==> src/rtl/ocp_pkg.sv <==
package ocp_pkg;
    // register byte offsets on the wishbone slave
    localparam logic [4:0] ADDR_CONTROL   = 5'h00;  // compare_control
    localparam logic [4:0] ADDR_PRIMARY   = 5'h04;  // primary_compare_value
    localparam logic [4:0] ADDR_SECONDARY = 5'h08;  // secondary_compare_value
    localparam logic [4:0] ADDR_STATUS    = 5'h0c;  // sticky event flags, write one to clear
    localparam logic [4:0] ADDR_MASK      = 5'h10;  // interrupt enables, same layout as status
    // control field positions
    localparam int CTL_IDLE_BIT  = 13;
    localparam int CTL_FAULT_BIT = 4;
    localparam int CTL_TSEL_BIT  = 3;
    localparam logic [15:0] CTL_RESET    = 16'h0000;
    localparam logic [15:0] CTL_WR_MASK  = 16'h200f;  // writable bits 13, 3, 2..0
    // status / mask bit positions
    localparam int ST_MATCH_BIT = 0;  // mode-selected pin edge event
    localparam int ST_FAULT_BIT = 1;  // fault input falling edge
    localparam logic [1:0] ST_RESET = 2'h0;

    // compare modes
    typedef enum logic [2:0] {
        OCP_OFF      = 3'h0,
        OCP_ONE_LOW  = 3'h1,
        OCP_ONE_HIGH = 3'h2,
        OCP_TOGGLE   = 3'h3,
        OCP_DELAYED  = 3'h4,
        OCP_CONT     = 3'h5,
        OCP_PWM      = 3'h6,
        OCP_PWM_FLT  = 3'h7
    } ocp_mode_t;

    // control register layout as a packed struct
    typedef struct packed {
        logic       idle_halt;
        logic       fault_flag;
        logic       timebase_select;
        ocp_mode_t  mode;
    } ocp_ctl_t;
endpackage : ocp_pkg
==> src/rtl/ocp_compare.sv <==
`timescale 1ns/1ns
// Notes on behaviour
// - one of two 16-bit timers is time base
// - compare against one or two values per mode
// - match changes pin as mode defines
// - interrupts on mode-selected compare events
// - mode 000 off, pin to gpio, no irq
// - one-shot, delayed, continuous pulse start and irq
// - toggle keeps level, inverts on match, both edges
// - plain pwm starts by primary zero, no irq
// - fault pwm same start, irq on fault fall
// - control 16 bits, bits 13,4,3,2:0 only
module ocp_compare #(
    parameter int TW = 16  // timer and compare width
) (
    input  wire logic          clk_i,
    input  wire logic          rst_i,
    // classic wishbone slave
    input  wire logic          wb_cyc_i,
    input  wire logic          wb_stb_i,
    input  wire logic          wb_we_i,
    input  wire logic [4:0]    wb_adr_i,
    input  wire logic [3:0]    wb_sel_i,
    input  wire logic [31:0]   wb_dat_i,
    output logic      [31:0]   wb_dat_o,
    output logic               wb_ack_o,
    // time bases and environment
    input  wire logic [TW-1:0] timer_a_i,   // first timer count
    input  wire logic [TW-1:0] timer_b_i,   // second timer count
    input  wire logic          cpu_idle_i,  // cpu idle state
    input  wire logic          fault_input_a_n_i, // fault input, active low
    input  wire logic          gpio_out_i,  // pin level while disabled
    output logic               compare_output_pin_o,
    output logic               irq_o
);
    // byte offsets of the register map, at the decoder width
    localparam logic [4:0] A_CTL = ocp_pkg::ADDR_CONTROL;
    localparam logic [4:0] A_PRI = ocp_pkg::ADDR_PRIMARY;
    localparam logic [4:0] A_SEC = ocp_pkg::ADDR_SECONDARY;
    localparam logic [4:0] A_STS = ocp_pkg::ADDR_STATUS;
    localparam logic [4:0] A_MSK = ocp_pkg::ADDR_MASK;

    ocp_pkg::ocp_ctl_t ctl_r, ctl_nxt;         // control register
    logic [TW-1:0]     pri_r, pri_nxt;         // primary compare value
    logic [TW-1:0]     sec_r, sec_nxt;         // secondary compare value
    logic [1:0]        sts_r, sts_nxt;         // sticky events
    logic [1:0]        msk_r, msk_nxt;         // interrupt enables
    logic              ack_r, ack_nxt;         // bus answer
    logic [31:0]       dat_r, dat_nxt;         // read data
    logic              pin_r, pin_nxt;         // driven compare level
    logic              done_r, done_nxt;       // one-shot finished
    logic              init_r, init_nxt;       // first cycle of a mode
    logic [2:0]        mode_prev_r;            // mode last cycle, for entry detect
    logic              fault_r;                // fault level last cycle
    logic [TW-1:0]     tmr;                    // selected time base
    logic              run;                    // channel clocks
    logic              hit_pri, hit_sec;       // compare matches
    logic              pin_rise, pin_fall;     // pin edges
    logic              ev_match, ev_fault;     // interrupt events
    logic              req, wr, rd;
    logic              entry;                  // mode changed this cycle
    logic              fault_act;              // fault asserted in fault pwm

    assign req = wb_cyc_i & wb_stb_i & ~ack_r;
    assign wr  = req & wb_we_i;
    assign rd  = req & ~wb_we_i;

    // time base choice: select high takes the second timer
    assign tmr = ctl_r.timebase_select ? timer_b_i : timer_a_i;
    // halting in idle freezes the compare engine
    assign run = ~(ctl_r.idle_halt & cpu_idle_i);
    // secondary compare only matters in the two-value modes
    assign hit_pri = run & (tmr == pri_r);
    assign hit_sec = run & (tmr == sec_r) &
                     (ctl_r.mode inside {ocp_pkg::OCP_DELAYED, ocp_pkg::OCP_CONT});
    assign entry     = (ctl_r.mode != mode_prev_r);
    assign fault_act = (ctl_r.mode == ocp_pkg::OCP_PWM_FLT) & ~fault_input_a_n_i;

    // pin engine: initial level on entry, then match-driven changes
    always_comb begin
        pin_nxt  = pin_r;
        done_nxt = done_r;
        init_nxt = 1'b0;
        if (entry) begin
            init_nxt = 1'b1;
            done_nxt = 1'b0;
            unique case (ctl_r.mode)
                ocp_pkg::OCP_OFF:      pin_nxt = gpio_out_i;
                ocp_pkg::OCP_ONE_LOW:  pin_nxt = 1'b0;
                ocp_pkg::OCP_ONE_HIGH: pin_nxt = 1'b1;
                ocp_pkg::OCP_TOGGLE:   pin_nxt = pin_r;
                ocp_pkg::OCP_DELAYED,
                ocp_pkg::OCP_CONT:     pin_nxt = 1'b0;
                ocp_pkg::OCP_PWM,
                ocp_pkg::OCP_PWM_FLT:  pin_nxt = (pri_r != '0);
            endcase
        end else begin
            unique case (ctl_r.mode)
                ocp_pkg::OCP_OFF: pin_nxt = gpio_out_i;
                ocp_pkg::OCP_ONE_LOW: begin
                    if (hit_pri && !done_r) begin
                        pin_nxt  = 1'b1;
                        done_nxt = 1'b1;
                    end
                end
                ocp_pkg::OCP_ONE_HIGH: begin
                    if (hit_pri && !done_r) begin
                        pin_nxt  = 1'b0;
                        done_nxt = 1'b1;
                    end
                end
                ocp_pkg::OCP_TOGGLE: begin
                    if (hit_pri) begin
                        pin_nxt = ~pin_r;
                    end
                end
                ocp_pkg::OCP_DELAYED, ocp_pkg::OCP_CONT: begin
                    // delayed stops after one pulse, continuous repeats
                    if (hit_pri && !done_r) begin
                        pin_nxt = 1'b1;
                    end else if (hit_sec && pin_r) begin
                        pin_nxt  = 1'b0;
                        done_nxt = (ctl_r.mode == ocp_pkg::OCP_DELAYED);
                    end
                end
                ocp_pkg::OCP_PWM, ocp_pkg::OCP_PWM_FLT: begin
                    // period boundary is the timer wrapping, duty is primary
                    if (fault_act) begin
                        pin_nxt = 1'b0;
                    end else if (run && tmr == '0) begin
                        pin_nxt = (pri_r != '0);
                    end else if (hit_pri) begin
                        pin_nxt = 1'b0;
                    end
                end
            endcase
        end
    end

    // edge detect on the driven pin level
    ocp_edge u_edge (
        .clk_i  (clk_i),
        .rst_i  (rst_i),
        .lvl_i  (pin_r),
        .init_i (init_r),
        .rise_o (pin_rise),
        .fall_o (pin_fall)
    );

    // event choice per mode; entry edges are not events
    always_comb begin
        ev_match = 1'b0;
        unique case (ctl_r.mode)
            ocp_pkg::OCP_ONE_LOW:  ev_match = pin_rise;
            ocp_pkg::OCP_ONE_HIGH,
            ocp_pkg::OCP_DELAYED,
            ocp_pkg::OCP_CONT:     ev_match = pin_fall;
            ocp_pkg::OCP_TOGGLE:   ev_match = pin_rise | pin_fall;
            default:               ev_match = 1'b0;
        endcase
    end
    assign ev_fault = (ctl_r.mode == ocp_pkg::OCP_PWM_FLT) & fault_r & ~fault_input_a_n_i;

    // registers and bus answer
    always_comb begin
        ctl_nxt = ctl_r;
        pri_nxt = pri_r;
        sec_nxt = sec_r;
        msk_nxt = msk_r;
        sts_nxt = sts_r;
        ack_nxt = req;
        dat_nxt = dat_r;
        // fault flag follows the fault condition in fault pwm
        ctl_nxt.fault_flag = fault_act;
        if (wr && wb_sel_i[0] && wb_adr_i == A_CTL) begin
            ctl_nxt.timebase_select = wb_dat_i[ocp_pkg::CTL_TSEL_BIT];
            ctl_nxt.mode            = ocp_pkg::ocp_mode_t'(wb_dat_i[2:0]);
        end
        if (wr && wb_sel_i[1] && wb_adr_i == A_CTL) begin
            ctl_nxt.idle_halt = wb_dat_i[ocp_pkg::CTL_IDLE_BIT];
        end
        if (wr && wb_adr_i == A_PRI) begin
            if (wb_sel_i[0]) pri_nxt[7:0]  = wb_dat_i[7:0];
            if (wb_sel_i[1]) pri_nxt[15:8] = wb_dat_i[15:8];
        end
        if (wr && wb_adr_i == A_SEC) begin
            if (wb_sel_i[0]) sec_nxt[7:0]  = wb_dat_i[7:0];
            if (wb_sel_i[1]) sec_nxt[15:8] = wb_dat_i[15:8];
        end
        if (wr && wb_sel_i[0] && wb_adr_i == A_MSK) begin
            msk_nxt = wb_dat_i[1:0];
        end
        // clear by writing one, a same-cycle event wins
        if (wr && wb_sel_i[0] && wb_adr_i == A_STS) begin
            sts_nxt = sts_r & ~wb_dat_i[1:0];
        end
        sts_nxt[ocp_pkg::ST_MATCH_BIT] = sts_nxt[ocp_pkg::ST_MATCH_BIT] | ev_match;
        sts_nxt[ocp_pkg::ST_FAULT_BIT] = sts_nxt[ocp_pkg::ST_FAULT_BIT] | ev_fault;
        if (rd) begin
            unique case (wb_adr_i)
                A_CTL:   dat_nxt = {16'h0000, 2'b00, ctl_r.idle_halt, 8'h00,
                                    ctl_r.fault_flag, ctl_r.timebase_select, ctl_r.mode};
                A_PRI:   dat_nxt = {16'h0000, pri_r};
                A_SEC:   dat_nxt = {16'h0000, sec_r};
                A_STS:   dat_nxt = {30'h0, sts_r};
                A_MSK:   dat_nxt = {30'h0, msk_r};
                default: dat_nxt = 32'h00000000;
            endcase
        end
    end

    // state registers
    always_ff @(posedge clk_i) begin
        if (rst_i) begin
            ctl_r       <= '0;  // every implemented control bit resets low
            pri_r       <= '0;
            sec_r       <= '0;
            sts_r       <= ocp_pkg::ST_RESET;
            msk_r       <= 2'b00;
            ack_r       <= 1'b0;
            dat_r       <= 32'h00000000;
            pin_r       <= 1'b0;
            done_r      <= 1'b0;
            init_r      <= 1'b1;
            mode_prev_r <= 3'h0;
            fault_r     <= 1'b1;
        end else begin
            ctl_r       <= ctl_nxt;
            pri_r       <= pri_nxt;
            sec_r       <= sec_nxt;
            sts_r       <= sts_nxt;
            msk_r       <= msk_nxt;
            ack_r       <= ack_nxt;
            dat_r       <= dat_nxt;
            pin_r       <= pin_nxt;
            done_r      <= done_nxt;
            init_r      <= init_nxt;
            mode_prev_r <= ctl_r.mode;
            fault_r     <= fault_input_a_n_i;
        end
    end

    assign wb_ack_o             = ack_r;
    assign wb_dat_o             = dat_r;
    assign compare_output_pin_o = pin_r;
    assign irq_o                = |(sts_r & msk_r);

    // checks
    stl_fault_a: assert property (@(posedge clk_i) disable iff (rst_i)
        fault_act |=> ctl_r.fault_flag) else $error("fault flag not set");
    off_noirq_a: assert property (@(posedge clk_i) disable iff (rst_i)
        (ctl_r.mode == ocp_pkg::OCP_OFF) |-> !ev_match) else $error("event while off");
    pwm_noirq_a: assert property (@(posedge clk_i) disable iff (rst_i)
        (ctl_r.mode == ocp_pkg::OCP_PWM) |-> !ev_match && !ev_fault) else $error("pwm event");
    fault_irq_a: assert property (@(posedge clk_i) disable iff (rst_i)
        ev_fault |=> sts_r[ocp_pkg::ST_FAULT_BIT]) else $error("fault event lost");
    toggle_hit_a: assert property (@(posedge clk_i) disable iff (rst_i)
        (ctl_r.mode == ocp_pkg::OCP_TOGGLE && !entry && hit_pri) |=> pin_r != $past(pin_r))
        else $error("toggle missed");
    entry_low_a: assert property (@(posedge clk_i) disable iff (rst_i)
        (entry && ctl_r.mode == ocp_pkg::OCP_ONE_LOW) |=> !pin_r) else $error("bad start");
    pwm_start_a: assert property (@(posedge clk_i) disable iff (rst_i)
        (entry && ctl_r.mode == ocp_pkg::OCP_PWM) |=> pin_r == ($past(pri_r) != '0))
        else $error("pwm start");
    // a match on the first timer alone must leave the toggling pin alone while the second timer is selected
    tsel_pick_a: assert property (@(posedge clk_i) disable iff (rst_i)
        (ctl_r.mode == ocp_pkg::OCP_TOGGLE && !entry && ctl_r.timebase_select &&
         timer_a_i == pri_r && timer_b_i != pri_r) |=> $stable(pin_r))
        else $error("wrong timer");
    ack_once_a: assert property (@(posedge clk_i) disable iff (rst_i)
        wb_ack_o |=> !wb_ack_o) else $error("ack held");
endmodule : ocp_compare

==> src/rtl/ocp_edge.sv <==
`timescale 1ns/1ns
// rising / falling edge detector on a synchronous level
module ocp_edge (
    input  wire logic clk_i,
    input  wire logic rst_i,
    input  wire logic lvl_i,
    input  wire logic init_i,
    output logic      rise_o,
    output logic      fall_o
);
    logic prev_r;  // level seen last cycle
    logic prev_nxt;

    // next value simply follows the level
    always_comb begin
        prev_nxt = lvl_i;
    end

    // reset loads the pin's own reset level, low, so no false edge follows reset
    always_ff @(posedge clk_i) begin
        if (rst_i) begin
            prev_r <= 1'b0;
        end else begin
            prev_r <= prev_nxt;
        end
    end

    assign rise_o = lvl_i & ~prev_r & ~init_i;
    assign fall_o = ~lvl_i & prev_r & ~init_i;
endmodule : ocp_edge

==> config.mk <==
export PLATFORM = sky130hd
export DESIGN_NAME = ocp_compare
export DESIGN_NICKNAME = d
export VERILOG_FILES = /design/src/rtl/ocp_pkg.sv /design/src/rtl/ocp_compare.sv /design/src/rtl/ocp_edge.sv
export SDC_FILE = /design/constraint.sdc
export NUM_CORES = 1
export LEC_CHECK = 0
export BUFFER_PORTS_ARGS = -buffer_cell sky130_fd_sc_hd__buf_4
export CORE_ASPECT_RATIO = 0.75
export CORE_MARGIN = 2
export CORE_UTILIZATION = 46
export DETAILED_ROUTE_END_ITERATION = 16
export GPL_TIMING_DRIVEN = 0
export PLACE_DENSITY_LB_ADDON = 0.2
export SLEW_MARGIN = 20
export SYNTH_ARGS = -nofsm -noshare
export SYNTH_HDL_FRONTEND = slang
export SYNTH_SLANG_ARGS = --single-unit
==> constraint.sdc <==
create_clock -name clk_i -period 2.3 [get_ports clk_i]
set_clock_uncertainty 0.1 [all_clocks]
set_input_delay 0 -clock clk_i [delete_from_list [all_inputs] [get_ports clk_i]]
set_output_delay 0 -clock clk_i [all_outputs]
set_load 0.005 [all_outputs]
==> metrics, run 1 <==
status finished with violations; failing checks setup timing; drc violations 0; clock latency on the worst-skew pair 0.34 ns; Seq pwr share 0.468; final core utilization 0.673; worst hold margin 0.0199 ns; number of global-route vias before repair 3516; Die W 107 um; RSZ-0062 raised after global routing yes; WL per Instance 16.6 um; TritonCTS buffer count 9; Final ANT Viol Nets 0; Slew HR 0.569; register area share after synthesis 0.369; largest net degree at the start of global routing 11; die area 8640 um^2; Slew Viols, Final 0; top cell type's share of synthesized area 0.369; number of synthesized register bits 67; fin crit share 1.08; H-tree depth 3; clock transition at the registers of the reported paths about 0.070 ns; drt first-iter violations between 200 and 300; Avg Cell Area, Syn ~8.6 um^2; Worst Slack Setup Final -0.194 ns; row count 28; Max-cap violations 0; Yosys top cell by area dfxtp_1; final hold vios 0; Slew @ Worst Pin 0.646 ns; worst endpoint required time approximately 2.4 ns; CP delay by family, top compound AO/OA/AOI/OAI gates; Buf+Inv Stages, Crit Path 2; initial core utilization 0.468; antenna violations before repair 0; Die Y-Extent 81.0 um; # IOs 116; Period minus WS final roughly 2.5 ns; routed wire length 11.1 mm; Switch Pwr 581 uW; Port Buffers 80; core area between 7000 and 8000 um^2; PD cells about 480 nW/um^2; total gr overflow 0; worst reg2reg path startpoint ctl_r[3]$_SDFFE_PP0P_; GPL Wtd Cong 0.882; first-pass GRT wire length 17.4 mm; Hold Crit Class input port to register; TritonRoute pass-1 iters 5; GRT Total Usage 0.263; fillers 652; Final HPWL DP 7.99 mm; CP Data Arrival Time 2.63 ns; Synth async-reset ratio 0; Leakage 1.98 nW; diode count 0; crit-path max FO 5; crit path cell chain buf_8, buf_12, mux2i_4, nand4b_1, a2111oi_2, nand4_1, a21oi_2, o32ai_2, mux2_2; Net count, final between 600 and 700; Final setup viols 2; dpl ws -0.267 ns; Yosys Warn Count 0; EDFF count, synth 0; vias per inst 5.39; Cell variety after synth 48; fraction of layout cells with a size suffix above 1 0.283; synthesized instance count 424; f_max approximately 400 MHz; CTS tree built; Clock Power Share 0.402; internal power 1.92 mW; Sw Share 0.233; Clock Sinks 67; hold path start wb_adr_i[4]; combinational power share 0.130; critical path's largest stage delay 0.40 ns; Root Buffer clkbuf_8; crit end category register; Critical Path Slowest Stage Cell a2111oi_2; Cell Area, Synth 3640 um^2; CTS Buffer Depth 2; VDD IR max between 0.5 and 0.6 mV; Worst Setup Start Kind register; crit path kind register to register; Layout Area Growth over Synthesis 43.9%; Main synth FF type dfxtp_1; Area contributors post-synth dfxtp_1, mux2i_1, xnor2_1; CP Launch Point ctl_r[3]$_SDFFE_PP0P_; via count 3611
[area by class of cell]
cell class	count	area, um^2	area share
plain buffers	42	264	0.0504
clock buffers	12	165	0.0316
clock inverters	2	35.0	0.00669
inverters	3	11.3	0.00215
multi-input cells	327	2350	0.449
flip-flops and latches	67	1340	0.257
well taps	105	131	0.0251
repair buffers	112	932	0.178
[metal layers]
metal | track usage | vias to the layer above | wire (um)
met3 | 0.0538 | 30 | 785
met4 | 0.101 | 0 | 322
met2 | 0.438 | 150 | 5170
met1 | 0.340 | 1683 | 4830
li1 | - | 1748 | -
met5 | 0 | - | 0
[synthesized netlist by cell type (2+ instances only)]
cell / number
a211oi_1: 2
a21oi_1: 33
a221oi_1: 2
a222oi_1: 4
a22oi_1: 10
and2_1: 2
buf_1: 2
buf_2: 2
buf_4: 17
clkbuf_1: 19
dfxtp_1: 67
inv_1: 3
mux2_2: 3
mux2i_1: 40
mux2i_2: 7
nand2_1: 17
nand2b_1: 3
nand3_1: 12
nand3b_1: 2
nand4_1: 8
nand4b_1: 3
nor2_1: 74
nor2b_1: 7
nor3_1: 7
nor3b_1: 2
nor4_1: 17
o21ai_0: 3
o21bai_1: 2
or4_1: 2
xnor2_1: 34
[through the flow]
stage / setup TNS [ns] / power (mW) / cells / cell area [um^2]
after floorplan: 0 / 1.31 / 439 / 3690
after global placement: -0.419 / 1.44 / 624 / 4430
after detailed placement: -0.465 / 1.44 / 624 / 4430
after CTS: -0.216 / 2.49 / 666 / 5110
after global routing: -0.504 / 2.59 / 670 / 5230
final: -0.324 / 2.50 / 670 / 5230
[what timing repair did]
item / in CTS / in global routing
endpoints found under the hold margin: 46 / 0
gates resized for setup: 33 / 15
pin swaps: 6 / 6
hold buffers: 22 / 0
gates cloned: 1 / 0
setup endpoints to repair: 2 / 3
buffers inserted: 5 / 4
[worst paths after layout]
| path | endpoint | slack [ns] | depth (start not counted) |
|---|---|---|---|
| hold / removal | msk_r[0]$_SDFFE_PP0P_ | 0.02 | 4 |
| setup reg to reg | compare_output_pin_o$_SDFFE_PP0P_ | -0.19 | 9 |
| setup / recovery | compare_output_pin_o$_SDFFE_PP0P_ | -0.19 | 9 |
| hold reg to reg | wb_ack_o$_SDFF_PP0_ | 0.38 | 1 |
[worst min-delay path: stages]
cell and delay, ns:
buf_4 0.13, nand3_1 0.13, a21oi_1 0.09, nor2_1 0.07
[registers in the layout (all words and copies together) (netlist names), 2 cells and up]
signal       flops
wb_dat_o        16
msk_r            2
mode_prev_r      3
ctl_r            6
pri_r           16
sts_r            2
sec_r           16
[power by group through the flow]
stage / combinational [mW] / sequential [mW] / clock, mW
final: 0.324 / 1.17 / 1.00
after global routing: 0.348 / 1.17 / 1.07
after CTS: 0.302 / 1.17 / 1.02
after detailed placement: 0.248 / 1.20 / 0
after global placement: 0.246 / 1.20 / 0
after floorplan: 0.117 / 1.19 / 0
[layout by cell type, fill, tap and decap left out, types with 2 or more instances in the layout]
| cell | instances |
|---|---|
| buf_12 | 3 |
| nand2b_1 | 3 |
| nor3b_1 | 2 |
| mux2_2 | 3 |
| mux2i_1 | 31 |
| nand2_1 | 17 |
| nand3_1 | 12 |
| a221oi_1 | 2 |
| a21oi_1 | 32 |
| dlygate4sd3_1 | 22 |
| o21ai_0 | 3 |
| buf_2 | 2 |
| dfxtp_1 | 66 |
| buf_1 | 2 |
| clkbuf_1 | 19 |
| a222oi_1 | 4 |
| and2_1 | 2 |
| inv_1 | 3 |
| nor4_2 | 5 |
| conb_1 | 16 |
| o21bai_1 | 2 |
| mux2i_4 | 15 |
| clkbuf_8 | 12 |
| nor2b_1 | 7 |
| nand4b_1 | 3 |
| nor4_1 | 12 |
| nand4_1 | 8 |
| xnor2_2 | 2 |
| buf_4 | 103 |
| nor3_4 | 2 |
| a211oi_1 | 2 |
| nor2_1 | 74 |
| nor3_1 | 5 |
| xnor2_1 | 32 |
| a22oi_1 | 10 |
| nand3b_1 | 2 |
[cell families after synthesis]
logic type,after synthesis,synth area share
flops,67,0.369
simple gates,161,0.213
xor+xnor,35,0.0843
buf+inv,45,0.0712
compound gates,65,0.116
other cells,1,0.00103
mux,50,0.146
Note: power is estimated with default switching activity, not from simulation.
==> inputs of run 2 (changes only) <==
Settings changed: SYNTH_HIERARCHICAL set to 1.
==> run 2 against run 1 <==
Compared with the run above:
- the flow still finishes with violations (setup timing)
- largest cell class unchanged
- sequential cell count stayed put
- die area is 1.2% higher
- combinational power is 3% lower
- wire length is 5.9% higher
- synthesized area is 1.2% higher
- maximum frequency is 5.5% higher
- critical path type unchanged
- worst hold slack worse by 0.015 ns
- utilization is 1.4 points lower
==> metrics, run 2 <==
Sw Share 0.254 (+0.0217); Final HPWL DP 8.58 mm (+7.4%); vias per inst 5.54 (+2.8%); worst hold margin 0.00528 ns (-0.0146 ns); TritonRoute pass-1 iters 6 (+1); Die W 107 um (+0.60%); largest net degree at the start of global routing 13 (+2); CTS Buffer Depth 2 (unchanged); fillers 643 (-1.4%); f_max 423 MHz (+5.5%); final hold vios 0 (unchanged); Slew Viols, Final 0 (unchanged); core area 7810 um^2 (+0.45%); Die Y-Extent 81.5 um (+0.59%); Area contributors post-synth dfxtp_1, a21oi_1, xnor2_1; number of synthesized register bits 67 (unchanged); crit path cell chain buf_8, buf_16, buf_6, mux2i_4, buf_4, xnor2_1, nor3_1, nand4_1, buf_4, nor4_4, a311oi_2, a21oi_1; Avg Cell Area, Syn 8.08 um^2 (-5.9%); row count 28 (unchanged); failing checks setup timing; final core utilization 0.659 (-0.0142); initial core utilization 0.471 (+0.00367); fraction of layout cells with a size suffix above 1 0.257 (-0.0265); Setup TNS -0.120 ns (+0.204 ns); status finished with violations; Yosys top cell by area dfxtp_1; commonest non-fill, non-tap cell in the layout buf_4; H-tree depth 3 (unchanged); Clock Power Share 0.407 (+0.005); Final setup viols 2 (unchanged); worst endpoint required time 2.48 ns (+0.05 ns); worst reg2reg path startpoint ctl_r[3]$_SDFFE_PP0P_; Worst Setup Start Kind register; Hold Path Depth 4 (unchanged); crit-path max FO 7 (+2); R2R setup slack -0.06 ns (+0.13 ns); Max-cap violations 0 (unchanged); Design Power 2.50 mW (+0.18%); top-count cell post-synth dfxtp_1; Hold Crit Class input port to register; Leakage 1.86 nW (-5.9%); Period minus WS final 2.36 ns (-0.131 ns); total gr overflow 0 (unchanged); number of global-route vias before repair 3642 (+3.6%); DP Cell Count 657 (+5.3%); VDD IR max 0.448 mV (-11%); diode count 0 (unchanged); Yosys Warn Count 6 (+6); Synth async-reset ratio 0 (unchanged); combinational power share 0.125 (-0.005); Layout Area Growth over Synthesis 39.8%; crit path kind register to register; Worst Slack Setup Final -0.0638 ns (+0.131 ns); end of the worst register-to-register path done_r$_SDFFE_PP0P_; drt first-iter violations 388 (+36%); CP most frequent cell buf_4; WL per Instance 16.8 um (+1.2%); most frequent cells in the layout buf_4, dfxtp_1, a21oi_1; GPL Wtd Cong 0.890 (+0.94%); GRT Total Usage 0.274 (+0.0110); Root Buffer clkbuf_8; Cell variety after synth 55 (+15%); design area 5150 um^2 (-1.7%); clock transition at the registers of the reported paths 0.08 ns (about the same); register area share after synthesis 0.364 (-0.00451); EDFF count, synth 0 (unchanged); CP Launch Point ctl_r[3]$_SDFFE_PP0P_; clock latency on the worst-skew pair 0.36 ns (+0.02 ns); critical path's largest stage delay 0.33 ns (-0.07 ns); hold path start wb_adr_i[4]; Post-synth top cells dfxtp_1, a21oi_1, nand2_1; CTS tree built; internal power 1.87 mW (-2.6%); Slew @ Worst Pin 0.701 ns (+0.0552 ns); Critical Path Slowest Stage Cell dfxtp_2; Switch Pwr 636 uW (+9.5%); routed wire length 11.8 mm (+5.9%); Slew HR 0.528 (-0.0411); Cell Area, Synth 3680 um^2 (+1.2%); non-filler cells, final 701 (+4.6%); Main synth FF type dfxtp_1; Hold Path End msk_r[0]$_SDFFE_PP0P_; Net count, final 672 (+4.5%); crit end category register; RSZ-0062 raised after global routing yes; die area 8740 um^2 (+1.2%); synthesized instance count 456 (+7.5%); fin crit share 1.03 (-0.0568); CP Data Arrival Time 2.55 ns (-0.08 ns); TritonCTS buffer count 9 (unchanged); FF-to-FF path depth 12 (+3); Final ANT Viol Nets 0 (unchanged); via count 3884 (+7.6%); antenna violations before repair 0 (unchanged); Seq pwr share 0.468 (about the same); Port Buffers 81 (+1.3%); drc violations 0 (unchanged); first-pass GRT wire length 18.3 mm (+5.5%); top cell type's share of synthesized area 0.364 (-0.00451); dpl ws -0.170 ns (+0.0965 ns); PD cells 486 nW/um^2 (+1.9%); Post-Place Cell Area 4480 um^2 (+1.2%); Clock Sinks 67 (unchanged); # IOs 116 (unchanged)
run 2: cell count changes in the layout (fill, tap and decap cells not counted), moves of 6 or more:
cell,change
a21oi_1,+23
nand3_1,+26
nor2_1,-29
mux2i_1,-22
nand2_1,+36
clkbuf_1,+6
run 2: final cells by class:
cell class              instances  area [um^2]  area share
flip-flops and latches         67         1340       0.261
repair buffers                109          892       0.173
clock buffers                  11          141      0.0275
multi-input cells             355         2300       0.446
well taps                     105          131      0.0255
plain buffers                  44          260      0.0506
inverters                       5         18.8     0.00365
clock inverters                 5         62.6      0.0122
run 2: logic make-up after synthesis:
kind of cell               after synthesis  share of synthesized area
AOI/OAI and AO/OA                       91                      0.153
xor gates and xnor gates                35                     0.0832
adders and majority gates                1                    0.00272
buffers and inverters                   49                     0.0731
DFF                                     67                      0.364
muxes                                   24                     0.0751
other                                    1                    0.00102
and+or+nand+nor                        188                      0.248
run 2: how the worst max path moves through the flow:
stage	endpoint	slack (ns)	cells after the start
floorplan	done_r$_SDFFE_PP0P_	0.21	9
global placement	done_r$_SDFFE_PP0P_	-0.08	9
detailed placement	done_r$_SDFFE_PP0P_	-0.17	9
CTS	done_r$_SDFFE_PP0P_	-0.007	9
global route	done_r$_SDFFE_PP0P_	-0.16	10
finish	done_r$_SDFFE_PP0P_	-0.06	12
run 2: metal layers:
| layer | share of wire | global-route usage | up-vias | wire, um |
|---|---|---|---|---|
| li1 | - | - | 1861 | - |
| met1 | 0.43 | 0.363 | 1855 | 5030 |
| met2 | 0.48 | 0.472 | 155 | 5620 |
| met3 | 0.084 | 0.0508 | 13 | 989 |
| met4 | 0.0097 | 0.0597 | 0 | 114 |
| met5 | 0 | 0 | - | 0 |
run 2: power by group through the flow:
stage	sequential [mW]	clock (mW)	combinational [mW]
finish	1.17	1.02	0.313
global route	1.17	1.08	0.335
floorplan	1.20	0	0.123
global placement	1.20	0	0.254
detailed placement	1.20	0	0.256
CTS	1.17	1.03	0.301
run 2: critical path: cells and delay by family (launching register included):
family                    cells  cell delay [ns]
buffers and inverters         5             0.75
and+or+nand+nor               3             0.59
DFF                           1             0.33
muxes                         1             0.26
AOI/OAI and AO/OA             2             0.22
xor gates and xnor gates      1             0.05
run 2: what timing repair did:
| action | in CTS | in global routing |
|---|---|---|
| buffers inserted | 4 | 3 |
| pin swaps | 11 | 8 |
| hold buffers | 20 | 0 |
| setup endpoints to repair | 2 | 2 |
| gates cloned | 1 | 0 |
| endpoints found under the hold margin | 45 | 0 |
| resized for setup | 22 | 11 |
